**src/design/tplg_consts.svh**
```systemverilog
// Purpose: Offsets, field positions, reset values for the test pattern line geometry block.
// Assumes: Byte-wide registers at the offsets below.
// Notes:   Definitions only.
`ifndef TPLG_CONSTS_SVH
`define TPLG_CONSTS_SVH

`define TPLG_ADDR_W            8
`define TPLG_OFS_CONTROL       8'h01
`define TPLG_OFS_CONFIG        8'h02
`define TPLG_OFS_LINE_HIGH     8'h04
`define TPLG_OFS_LINE_LOW      8'h05
`define TPLG_OFS_BAR_HIGH      8'h06
`define TPLG_OFS_BAR_LOW       8'h07

`define TPLG_CTL_ON_BIT        0
`define TPLG_CFG_SOLID_BIT     7
`define TPLG_CFG_BARS_HI       5
`define TPLG_CFG_BARS_LO       4
`define TPLG_CFG_BLOCK_HI      3
`define TPLG_CFG_BLOCK_LO      0

`define TPLG_RST_ON            1'h0
`define TPLG_RST_SOLID         1'h0
`define TPLG_RST_BARS          2'h3
`define TPLG_RST_BLOCK         4'h3
`define TPLG_RST_LINE_HIGH     8'h07
`define TPLG_RST_LINE_LOW      8'h80
`define TPLG_RST_BAR_HIGH      8'h00
`define TPLG_RST_BAR_LOW       8'hf0

`endif

```
**src/design/tplg_pkg.sv**
```systemverilog
// Purpose: Types shared by the test pattern line geometry block.
// Assumes: Constants live in tplg_consts.svh.
// Notes:   All module state is one packed struct.
package tplg_pkg;

  typedef struct packed {
    logic [2:0] bar;
    logic       solid;
    logic       first;
    logic       last;
  } tplg_beat_s;

  typedef struct packed {
    logic             gen_on;
    logic             solid_sel;
    logic [1:0]       bar_sel;
    logic [3:0]       block_size;
    logic [7:0]       line_high;
    logic [7:0]       line_low;
    logic [7:0]       bar_high;
    logic [7:0]       bar_low;
    logic [15:0]      line_cap;
    logic [15:0]      bar_cap;
    logic [1:0]       bar_sel_cap;
    logic             solid_cap;
    logic             active;
    logic [15:0]      byte_cnt;
    logic [15:0]      bar_pos;
    logic [2:0]       bar_idx;
    logic [7:0]       rdata;
    tplg_beat_s       head;
    tplg_beat_s       skid;
    logic             head_valid;
    logic             skid_valid;
  } tplg_state_s;

endpackage

```
**src/design/tplg_gen.sv**
```systemverilog
// Purpose: Line geometry of the test pattern generator: line length and color bar widths.
// Assumes: Register port and frame/line strobes come from logic on clk_in.
//          Line starts are spaced by the frame timing logic, not checked here.
// Notes:   One byte descriptor per cycle leaves through a two-entry buffer.
//          The byte values themselves are formed further down the output path.
//
// Operation
// Line size is high byte 0x4, low 0x5.
// Each active line has exactly line-size bytes.
// Line size resets to 1920 bytes.
// All bars but last are bar-size bytes wide; the code makes them one byte wide when the bar size is zero.
// Final bar takes the remaining line bytes.
// Bar size high byte at 0x6, reset 0x00.
// Bar size low byte at 0x7, reset 0xf0.
// Bar count select: 1, 2, 4, 8 bars.
// Output only while enable bit is set; the code still drains buffered bytes after it clears.
// Select bit chooses bars or fixed color.
// Geometry captured at each frame start; the code ignores a frame start during a running line.
`timescale 1ns/1ps
`include "tplg_consts.svh"

module tplg_gen (
  input  wire logic       clk_in,
  input  wire logic       rst_n_in,
  input  wire logic       ce_in,
  input  wire logic [7:0] reg_addr_in,
  input  wire logic       reg_wr_in,
  input  wire logic [7:0] reg_wdata_in,
  input  wire logic       reg_rd_in,
  input  wire logic       frame_start_in,
  input  wire logic       line_start_in,
  input  wire logic       beat_ready_in,
  output logic [7:0]      reg_rdata_out,
  output logic            beat_valid_out,
  output logic [2:0]      beat_bar_out,
  output logic            beat_solid_out,
  output logic            beat_first_out,
  output logic            beat_last_out,
  output logic            line_busy_out,
  output logic            generator_on_out
);

  // Whole block state; d is its next value.
  tplg_pkg::tplg_state_s q;
  tplg_pkg::tplg_state_s d;

  logic [15:0]           line_bytes;
  logic [15:0]           bar_bytes;
  logic [2:0]            last_bar;
  logic                  can_push;
  logic                  push;
  logic                  pop;
  tplg_pkg::tplg_beat_s  beat;

  // The bar count setting becomes the index of the final bar, the only bar
  // that may grow past the bar size.
  always_comb begin
    line_bytes = {q.line_high, q.line_low};
    bar_bytes  = {q.bar_high, q.bar_low};
    case (q.bar_sel_cap)
      2'h0:    last_bar = 3'h0;
      2'h1:    last_bar = 3'h1;
      2'h2:    last_bar = 3'h3;
      2'h3:    last_bar = 3'h7;
      default: last_bar = 3'h7;
    endcase
  end

  always_comb begin
    d = q;

    // Register writes. Offsets outside the map are dropped, so a stray write
    // cannot disturb the geometry.
    if (reg_wr_in) begin
      case (reg_addr_in)
        `TPLG_OFS_CONTROL: begin
          d.gen_on = reg_wdata_in[`TPLG_CTL_ON_BIT];
        end
        `TPLG_OFS_CONFIG: begin
          d.solid_sel  = reg_wdata_in[`TPLG_CFG_SOLID_BIT];
          d.bar_sel    = reg_wdata_in[`TPLG_CFG_BARS_HI:`TPLG_CFG_BARS_LO];
          d.block_size = reg_wdata_in[`TPLG_CFG_BLOCK_HI:`TPLG_CFG_BLOCK_LO];
        end
        `TPLG_OFS_LINE_HIGH: begin
          d.line_high = reg_wdata_in;
        end
        `TPLG_OFS_LINE_LOW: begin
          d.line_low = reg_wdata_in;
        end
        `TPLG_OFS_BAR_HIGH: begin
          d.bar_high = reg_wdata_in;
        end
        `TPLG_OFS_BAR_LOW: begin
          d.bar_low = reg_wdata_in;
        end
        default: begin
        end
      endcase
    end

    // Reads return one cycle later; unmapped and reserved bits read as zero.
    // A read and a write to one offset in the same cycle return the old value.
    if (reg_rd_in) begin
      case (reg_addr_in)
        `TPLG_OFS_CONTROL:   d.rdata = {7'h00, q.gen_on};
        `TPLG_OFS_CONFIG:    d.rdata = {q.solid_sel, 1'h0, q.bar_sel, q.block_size};
        `TPLG_OFS_LINE_HIGH: d.rdata = q.line_high;
        `TPLG_OFS_LINE_LOW:  d.rdata = q.line_low;
        `TPLG_OFS_BAR_HIGH:  d.rdata = q.bar_high;
        `TPLG_OFS_BAR_LOW:   d.rdata = q.bar_low;
        default:             d.rdata = 8'h00;
      endcase
    end

    // Capturing at frame start keeps a line consistent while software
    // rewrites the two halves of a value one byte at a time.
    // A frame start during a running line is ignored, so the line in flight
    // keeps its geometry until it ends.
    if (frame_start_in && !q.active) begin
      d.line_cap    = line_bytes;
      d.bar_cap     = bar_bytes;
      d.bar_sel_cap = q.bar_sel;
      d.solid_cap   = q.solid_sel;
    end

    // A line start while a line is still running is ignored.
    // A zero line size would give a line without a last byte, so it is refused.
    if (line_start_in && !q.active && q.gen_on && q.line_cap != 16'h0000) begin
      d.active   = 1'b1;
      d.byte_cnt = 16'h0000;
      d.bar_pos  = 16'h0000;
      d.bar_idx  = 3'h0;
    end

    // Producer: one byte per cycle while the buffer has room.
    // Push does not look at the sink's ready, which keeps ready off the counter
    // path; the cost is one idle cycle after the skid entry has been used.
    can_push = !q.skid_valid;
    push     = q.active && q.gen_on && can_push;
    beat.bar   = q.solid_cap ? 3'h0 : q.bar_idx;
    beat.solid = q.solid_cap;
    beat.first = (q.byte_cnt == 16'h0000);
    beat.last  = (q.byte_cnt == q.line_cap - 16'h0001);

    if (push) begin
      d.byte_cnt = q.byte_cnt + 16'h0001;
      if (beat.last) begin
        d.active = 1'b0;
      end
      // The final bar never advances, so it absorbs the rest of the line.
      // A bar size of zero is reached on every byte, so it behaves as one.
      // A line shorter than the bars cover simply ends early.
      if (q.bar_idx != last_bar && q.bar_pos + 16'h0001 >= q.bar_cap) begin
        d.bar_idx = q.bar_idx + 3'h1;
        d.bar_pos = 16'h0000;
      end else begin
        d.bar_pos = q.bar_pos + 16'h0001;
      end
    end
    // Clearing the enable stops the line at once; buffered bytes still drain.
    if (!q.gen_on) begin
      d.active = 1'b0;
    end

    // Two-entry buffer: head drives the outputs, skid catches a stalled word.
    // No word is dropped: the skid entry is only filled while the head waits.
    pop = q.head_valid && beat_ready_in;
    if (pop) begin
      if (q.skid_valid) begin
        d.head       = q.skid;
        d.skid_valid = 1'b0;
        if (push) begin
          d.skid       = beat;
          d.skid_valid = 1'b1;
        end
      end else begin
        d.head       = beat;
        d.head_valid = push;
      end
    end else if (push) begin
      if (q.head_valid) begin
        d.skid       = beat;
        d.skid_valid = 1'b1;
      end else begin
        d.head       = beat;
        d.head_valid = 1'b1;
      end
    end
  end

  always_ff @(posedge clk_in or negedge rst_n_in) begin
    if (!rst_n_in) begin
      q             <= '0;
      q.gen_on      <= `TPLG_RST_ON;
      q.solid_sel   <= `TPLG_RST_SOLID;
      q.bar_sel     <= `TPLG_RST_BARS;
      q.block_size  <= `TPLG_RST_BLOCK;
      q.line_high   <= `TPLG_RST_LINE_HIGH;
      q.line_low    <= `TPLG_RST_LINE_LOW;
      q.bar_high    <= `TPLG_RST_BAR_HIGH;
      q.bar_low     <= `TPLG_RST_BAR_LOW;
      // Captured geometry resets to the register defaults, so a line may
      // start before the first frame start.
      q.line_cap    <= {`TPLG_RST_LINE_HIGH, `TPLG_RST_LINE_LOW};
      q.bar_cap     <= {`TPLG_RST_BAR_HIGH, `TPLG_RST_BAR_LOW};
      q.bar_sel_cap <= `TPLG_RST_BARS;
    end else if (ce_in) begin
      q <= d;
    end
  end

  // Every output is a field of the state register.
  assign reg_rdata_out    = q.rdata;
  assign beat_valid_out   = q.head_valid;
  assign beat_bar_out     = q.head.bar;
  assign beat_solid_out   = q.head.solid;
  assign beat_first_out   = q.head.first;
  assign beat_last_out    = q.head.last;
  assign line_busy_out    = q.active;
  assign generator_on_out = q.gen_on;

endmodule

```
**config.mk**
```make
export PLATFORM = sky130hd
export DESIGN_NAME = tplg_gen
export DESIGN_NICKNAME = d
export VERILOG_FILES = /design/src/design/tplg_pkg.sv /design/src/design/tplg_gen.sv
export VERILOG_INCLUDE_DIRS = /design/src /design/src/design
export SDC_FILE = /design/constraint.sdc
export NUM_CORES = 1
export LEC_CHECK = 0
export ABC_CLOCK_PERIOD_IN_PS = 4070
export BUFFER_PORTS_ARGS = -buffer_cell sky130_fd_sc_hd__clkbuf_2
export CORE_ASPECT_RATIO = 0.9
export CORE_MARGIN = 1.5
export CORE_UTILIZATION = 45
export DETAILED_ROUTE_END_ITERATION = 7
export REMOVE_ABC_BUFFERS = 1
export SYNTH_ARGS = -nofsm -noshare
export SYNTH_HDL_FRONTEND = slang
export SYNTH_SLANG_ARGS = --single-unit
```
**constraint.sdc**
```tcl
create_clock -name clk_in -period 4.07 [get_ports clk_in]
set_clock_uncertainty 0.1 [all_clocks]
set_input_delay 0.407 -clock clk_in [delete_from_list [all_inputs] [get_ports clk_in]]
set_output_delay 0.407 -clock clk_in [all_outputs]
set_load 0.01 [all_outputs]
```
==> results.md, run 1 <==
* Count of pins over their slew limit at 0
* Sum Neg Setup Slack at 0 ns
* LEAKAGE at 3.785 nW
* #FFs+latches synth at 133
* Final hold viol count at 26
* Worst hold slack at -0.04862 ns
* Startpoint type of the worst setup path: flip-flop
* Num CTS Buffers at 17
* Layout area overhead at 11.93%
* Worst Max-Slew Pin Slew at 1.058 ns
* Final period util at 0.8873
* Synthesized area per cell at 10.52 µm²
* Endpoint of the worst-slack reg-to-reg timing path: q[28]$_DFFE_PN0P_
* CP Buf/Inv Count at 1
* Pwr Total at 4.259 mW
* Ys Warns at 0
* CTS max path bufs at 2
* Die X at 137.3 µm
* Unique masters post-synth at 66
* Initial core utilization at 0.4664
* Htree depth at 4
* # diodes at 0
* Post-synthesis sequential area ratio at 0.4596
* GRT Total Usage at 0.2217
* DR WL/cell at 18.88 µm
* Failing checks: hold timing
* FF-to-FF setup slack at 0.46 ns
* Placed Cells at 895
* FMAX at 0.2769 GHz
* Worst path depth at 13
* Sink Count at 133
* DR vias at 5488
* Final Util at 0.5220
* Io pins at 41
* Grt total ovfl at 0
* CP arrival at 3.86 ns
* Power per cell area at 521.1 mW/mm²
* Syn Inst Count at 694
* Setup Fix Bufs, Post-CTS at 0
* Max-slew headroom at 0.2947
* Std cell rows at 43
* Top FF cell, synth: dfrtp_1
* Hold Path Class: input pin to async pin
* DR vias/cell at 5.920
* Largest stage delay on the critical path at 0.50 ns
* Fill cells at 1398
* Mapped cell area at 0.007302 mm²
* Most frequent CP cell: ha_1
* Max FO, Critical Path at 6
* # Max-Cap Violations at 0
* Worst EP required at 4.32 ns
* CTS clk-pin slew, worst paths at 0.06 ns
* GP Congestion at 0.8805
* Full die area at 0.01700 mm²
* Remaining DRCs at 0
* Die H at 123.8 µm
* RSZ-0062 raised after global routing: false
* Gates resized, CTS repair at 0
* CTS root buf: clkbuf_16
* CP max stage cell: nor3_1
* Vias in the first global route at 5427
* DP Wirelength at 12390 µm
* R2R cell count at 13
* Non-Filler Instances at 927
* Hold-fix buffers, CTS at 0
* Largest net degree at the start of global routing at 134
* Initial antenna violation count at 0
* Outcome: finished with violations
* Worst-path cell chain: ha_1 > nand3_1 > nor3_1 > and3_1 > nor2b_1 > or2_2 > ha_1 > nand4_1 > nor2_1 > a211oi_2 > buf_4 > o21a_1 > a22o_1
* Worst vdd ir at 0.3146 mV
* Antenna Nets Post-Route at 0
* Core area at 0.01566 mm²
* Clock latency at the later pin of the worst-skew pair at 0.42 ns
* Detailed Routing Iterations Pass 1 at 5
* Critical path type: flip-flop to flip-flop
* Min Clock Period, post-route at 3.611 ns
* First-pass GRT wire length at 28550 µm
* DRT iter0 DRCs at 602
* Final setup viols at 0
* Post-synth EDFFs at 0
* PortBufs at 40
* Layout Nets at 758
* Layout cells sized above 1 at 0.2772
* CTS tree: done
* Critical R2R Launch: q[25]$_DFFE_PN0P_
* Critical Path Sink Type: flip-flop
* Final wirelength at 17500 µm
* Top delay family on crit path: simple AND/OR/NAND/NOR gates
* Asr flop ratio synth at 1.000
layout make-up:
| class | instances | area, µm² | area share |
|---|---|---|---|
| clock buffer | 19 | 442.9 | 0.05419 |
| clock inverter | 13 | 175.2 | 0.02143 |
| inverter | 23 | 86.33 | 0.01056 |
| multi-input combinational | 490 | 3592 | 0.4395 |
| sequential | 133 | 3356 | 0.4106 |
| tap | 202 | 252.7 | 0.03092 |
| timing repair buffer | 47 | 267.8 | 0.03276 |
Yosys cell counts, drive strengths merged, types with 18 or more instances:
cell    count  share of area
dfstp      22          0.079
nand3      23          0.016
nand2      77          0.040
inv        23          0.012
nor2       25          0.013
xnor2      22          0.026
buf        22          0.025
o21ai      39          0.027
mux2       81           0.12
ha         22          0.038
nor3       18          0.013
a21oi      20          0.014
clkbuf     26          0.013
dfrtp     111           0.38
per-stage QoR:
stage | setup slack, ns | hold WS [ns] | instance area [µm²]
global placement | 0.4808 | 0.3614 | 7550
global route | 0.2395 | 0.05762 | 8173
floorplan | 0.5755 | 0.01141 | 7024
detailed placement | 0.3220 | 0.3677 | 7550
finish | 0.4589 | -0.04862 | 8173
CTS | 0.3014 | 0.03293 | 8168
cell usage in the layout, fill, tap and decap left out, drive strengths merged, types with 5 or more instances in the layout:
cell type  count
or4            7
mux2i          6
nand3         23
nor2b          8
o31ai          5
a22o          12
nor3          18
ha            22
or2           11
nand4         12
nor2          25
nand2         77
xor2           7
a222oi         6
o21ai         39
xnor2         22
and3          10
clkinv         6
o221ai        10
and2           6
nor4b          5
a21oi         20
mux2          81
dfrtp        111
buf            8
dfstp         22
clkbuf        58
inv           26
nor4          10
per-layer routing:
layer | global-route usage | wire length (µm) | vias up
li1 | - | - | 2554
met1 | 0.3242 | 8470 | 2748
met2 | 0.3361 | 7908 | 165
met3 | 0.04233 | 932 | 21
met4 | 0.06250 | 191 | 0
met5 | 0 | 0 | -
worst max path at each step:
stage	end	startpoint
after global placement	q[39]$_DFFE_PN0P_	q[25]$_DFFE_PN0P_
after global routing	q[25]$_DFFE_PN0P_	q[25]$_DFFE_PN0P_
final	q[28]$_DFFE_PN0P_	q[25]$_DFFE_PN0P_
after CTS	q[28]$_DFFE_PN0P_	q[25]$_DFFE_PN0P_
after detailed placement	q[28]$_DFFE_PN0P_	q[25]$_DFFE_PN0P_
after floorplan	q[22]$_DFFE_PN0P_	q[25]$_DFFE_PN0P_
power breakdown:
| part | switching (mW) | internal [mW] | total (mW) |
|---|---|---|---|
| combinational | 0.620 | 0.429 | 1.05 |
| clock | 0.615 | 0.991 | 1.61 |
| sequential | 0.156 | 1.45 | 1.60 |
| total | 1.39 | 2.87 | 4.26 |
worst register-to-register path, stage by stage (launching register included):
cell      delay [ns]
dfrtp_1         0.44
ha_1            0.22
nand3_1         0.19
nor3_1          0.50
and3_1          0.26
nor2b_1         0.07
or2_2           0.30
ha_1            0.31
nand4_1         0.09
nor2_1          0.06
a211oi_2        0.40
buf_4           0.21
o21a_1          0.22
a22o_1          0.16
sequential cells by signal, indices dropped and copies added, names as in the netlist:
name and flops:
line_busy_out 1, beat_bar_out 3, generator_on_out 1, beat_first_out 1, beat_valid_out 1, beat 1, q 83, reg_rdata_out 8
bar_bytes 16, line_bytes 16, beat_last_out 1, beat_solid_out 1
cell families (layout without fill, tap and decap cells):
family                     count (synthesis)  count (layout)  share of synthesized area
buffers and inverters                     71             102                    0.04986
xor gates and xnor gates                  29              29                    0.03478
AOI/OAI and AO/OA                        124             124                     0.1175
adders and majority gates                 22              22                    0.03770
and+or+nand+nor                          227             227                     0.1643
DFF                                      133             133                     0.4596
muxes                                     88              88                     0.1362
(Power assumes the default switching activity.)
==> inputs of run 2 (changes only) <==
--- a/config.mk
+++ b/config.mk
@@ -8,11 +8,11 @@
 export LEC_CHECK = 0
 export ABC_CLOCK_PERIOD_IN_PS = 4070
 export BUFFER_PORTS_ARGS = -buffer_cell sky130_fd_sc_hd__clkbuf_2
-export CORE_ASPECT_RATIO = 0.9
 export CORE_MARGIN = 1.5
 export CORE_UTILIZATION = 45
 export DETAILED_ROUTE_END_ITERATION = 7
 export REMOVE_ABC_BUFFERS = 1
+export SLEW_MARGIN = 10
 export SYNTH_ARGS = -nofsm -noshare
 export SYNTH_HDL_FRONTEND = slang
 export SYNTH_SLANG_ARGS = --single-unit
==> results.md, run 2 (same netlist as run 1, synthesis figures left out) <==
* Initial core utilization at 0.4597 (-0.006723)
* Layout cells sized above 1 at 0.2735 (-0.003761)
* # diodes at 0 (unchanged)
* Worst Max-Slew Pin Slew at 1.108 ns (+0.05057 ns)
* CP arrival at 3.75 ns (-0.11 ns)
* Die H at 130.4 µm (+5.3%)
* Outcome: finished clean
* Grt total ovfl at 0 (unchanged)
* Fill cells at 1442 (+3.1%)
* GP Congestion at 0.8849 (+0.50%)
* Full die area at 0.01700 mm² (about the same)
* Vias in the first global route at 5328 (-1.8%)
* Final wirelength at 17160 µm (-2.0%)
* GRT Total Usage at 0.2179 (-0.003786)
* Largest stage delay on the critical path at 0.47 ns (-0.03 ns)
* DR vias at 5421 (-1.2%)
* Finished Cell Area at 0.008115 mm² (-0.70%)
* Largest net degree at the start of global routing at 112 (-16%)
* Sum Neg Setup Slack at 0 ns (unchanged)
* Layout Nets at 757 (-0.13%)
* PortBufs at 40 (unchanged)
* Max FFs per register at 83 (unchanged)
* LEAKAGE at 3.735 nW (-1.3%)
* Max FO, Critical Path at 10 (+4)
* Placed Instance Area at 0.007551 mm² (about the same)
* FMAX at 0.2829 GHz (+2.2%)
* Worst-path cell chain: nand3_1 > nor3_1 > nor2b_1 > or2_2 > ha_1 > nand2_1 > or3_1 > o221ai_1 > a211oi_1 > buf_4 > or3_1 > o311ai_1
* Final hold viol count at 0 (-100%)
* Worst vdd ir at 0.3250 mV (+3.3%)
* Std cell rows at 46 (+7.0%)
* Placed Cells at 908 (+1.5%)
* Critical path type: flip-flop to flip-flop
* Critical Path Sink Type: flip-flop
* First-pass GRT wire length at 28150 µm (-1.4%)
* DR WL/cell at 18.25 µm (-3.3%)
* Gates resized, CTS repair at 0 (unchanged)
* Remaining DRCs at 0 (unchanged)
* Final period util at 0.8685 (-0.01878)
* Startpoint type of the worst setup path: flip-flop
* CTS root buf: clkbuf_16
* CTS max path bufs at 2 (unchanged)
* Setup Fix Bufs, Post-CTS at 0 (unchanged)
* Htree depth at 4 (unchanged)
* Count of pins over their slew limit at 0 (unchanged)
* Final Util at 0.5109 (-0.01115)
* Min Clock Period, post-route at 3.535 ns (-0.07645 ns)
* Antenna Nets Post-Route at 0 (unchanged)
* Final setup viols at 0 (unchanged)
* Core area at 0.01589 mm² (+1.5%)
* Io pins at 41 (unchanged)
* Layout area overhead at 11.14%
* Die X at 130.4 µm (-5.0%)
* Max-slew headroom at 0.2610 (-0.03371)
* CTS tree: done
* Most frequent cells in the layout: 111 x dfrtp_1, 77 x nand2_1, 73 x mux2_2, 39 x clkbuf_2, 28 x o21ai_0
* CP max stage cell: nor3_1
* Most frequent CP cell: or3_1
* Hold Path Class: input pin to async pin
* Power per cell area at 505.9 mW/mm² (-2.9%)
* Detailed Routing Iterations Pass 1 at 6 (+1)
* Worst hold slack at 0.003086 ns (+0.05170 ns)
* # Max-Cap Violations at 0 (unchanged)
* DR vias/cell at 5.767 (-2.6%)
* DP Wirelength at 12190 µm (-1.6%)
* Biggest register: q
* Pre-CTS setup slack at 0.6354 ns (+0.3134 ns)
* Clock latency at the later pin of the worst-skew pair at 0.42 ns (about the same)
* Initial antenna violation count at 0 (unchanged)
* Pwr Total at 4.106 mW (-3.6%)
* RSZ-0062 raised after global routing: false
* Worst EP required at 4.28 ns (-0.04 ns)
* Sink Count at 133 (unchanged)
* CTS clk-pin slew, worst paths at 0.06 ns (about the same)
* Hold-fix buffers, CTS at 0 (unchanged)
* Non-Filler Instances at 940 (+1.4%)
* Min setup slack post-route at 0.5353 ns (+0.07645 ns)
* Most common cell after layout, fill and taps aside: dfrtp_1
* DRT iter0 DRCs at 433 (-28%)
* Num CTS Buffers at 17 (unchanged)
run 2: worst paths after layout:
check                                            from                          to  slack (ns)  cells past startpoint
setup / recovery                    q[25]$_DFFE_PN0P_           q[24]$_DFFE_PN0P_        0.54                     12
min in group clk_in                     beat_ready_in            q[0]$_DFFE_PN0P_        0.13                      2
hold / removal                               rst_n_in           q[47]$_DFFE_PN0P_       0.003                      1
setup reg to reg                    q[25]$_DFFE_PN0P_           q[24]$_DFFE_PN0P_        0.54                     12
hold reg to reg            beat_first_out$_DFFE_PN0P_  beat_first_out$_DFFE_PN0P_        0.37                      2
max in group asynchronous                    rst_n_in  line_bytes[10]$_DFFE_PN1P_        2.84                      2
run 2: worst max-delay path, delay by kind of cell, from the launching register on:
| family | cells | cell delay, ns |
|---|---|---|
| AO/OA/AOI/OAI | 3 | 0.63 |
| flip-flops | 1 | 0.44 |
| AND/OR/NAND/NOR | 7 | 1.76 |
| adder cells (fa/ha/maj) | 1 | 0.29 |
| buffers and inverters | 1 | 0.19 |
run 2: cell type report:
cell class	instances	area [µm²]	area share
clock buffer	21	460.4	0.05674
clock inverter	11	103.9	0.01280
inverter	23	86.33	0.01064
multi-input combinational	490	3587	0.4420
sequential	133	3356	0.4135
tap	216	270.3	0.03330
timing repair buffer	46	251.5	0.03099
run 2: power breakdown:
part | internal (mW) | switching (mW)
Sequential | 1.45 | 0.153
Clock | 0.871 | 0.584
Combinational | 0.423 | 0.627
run 2: layer usage:
metal  up-vias  routed length [µm]  track usage
met3        29                 885      0.03990
met1      2680                8309       0.3215
met2       162                7587       0.3180
met5         -                   0            0
li1       2550                   -            -
met4         0                 378      0.08468
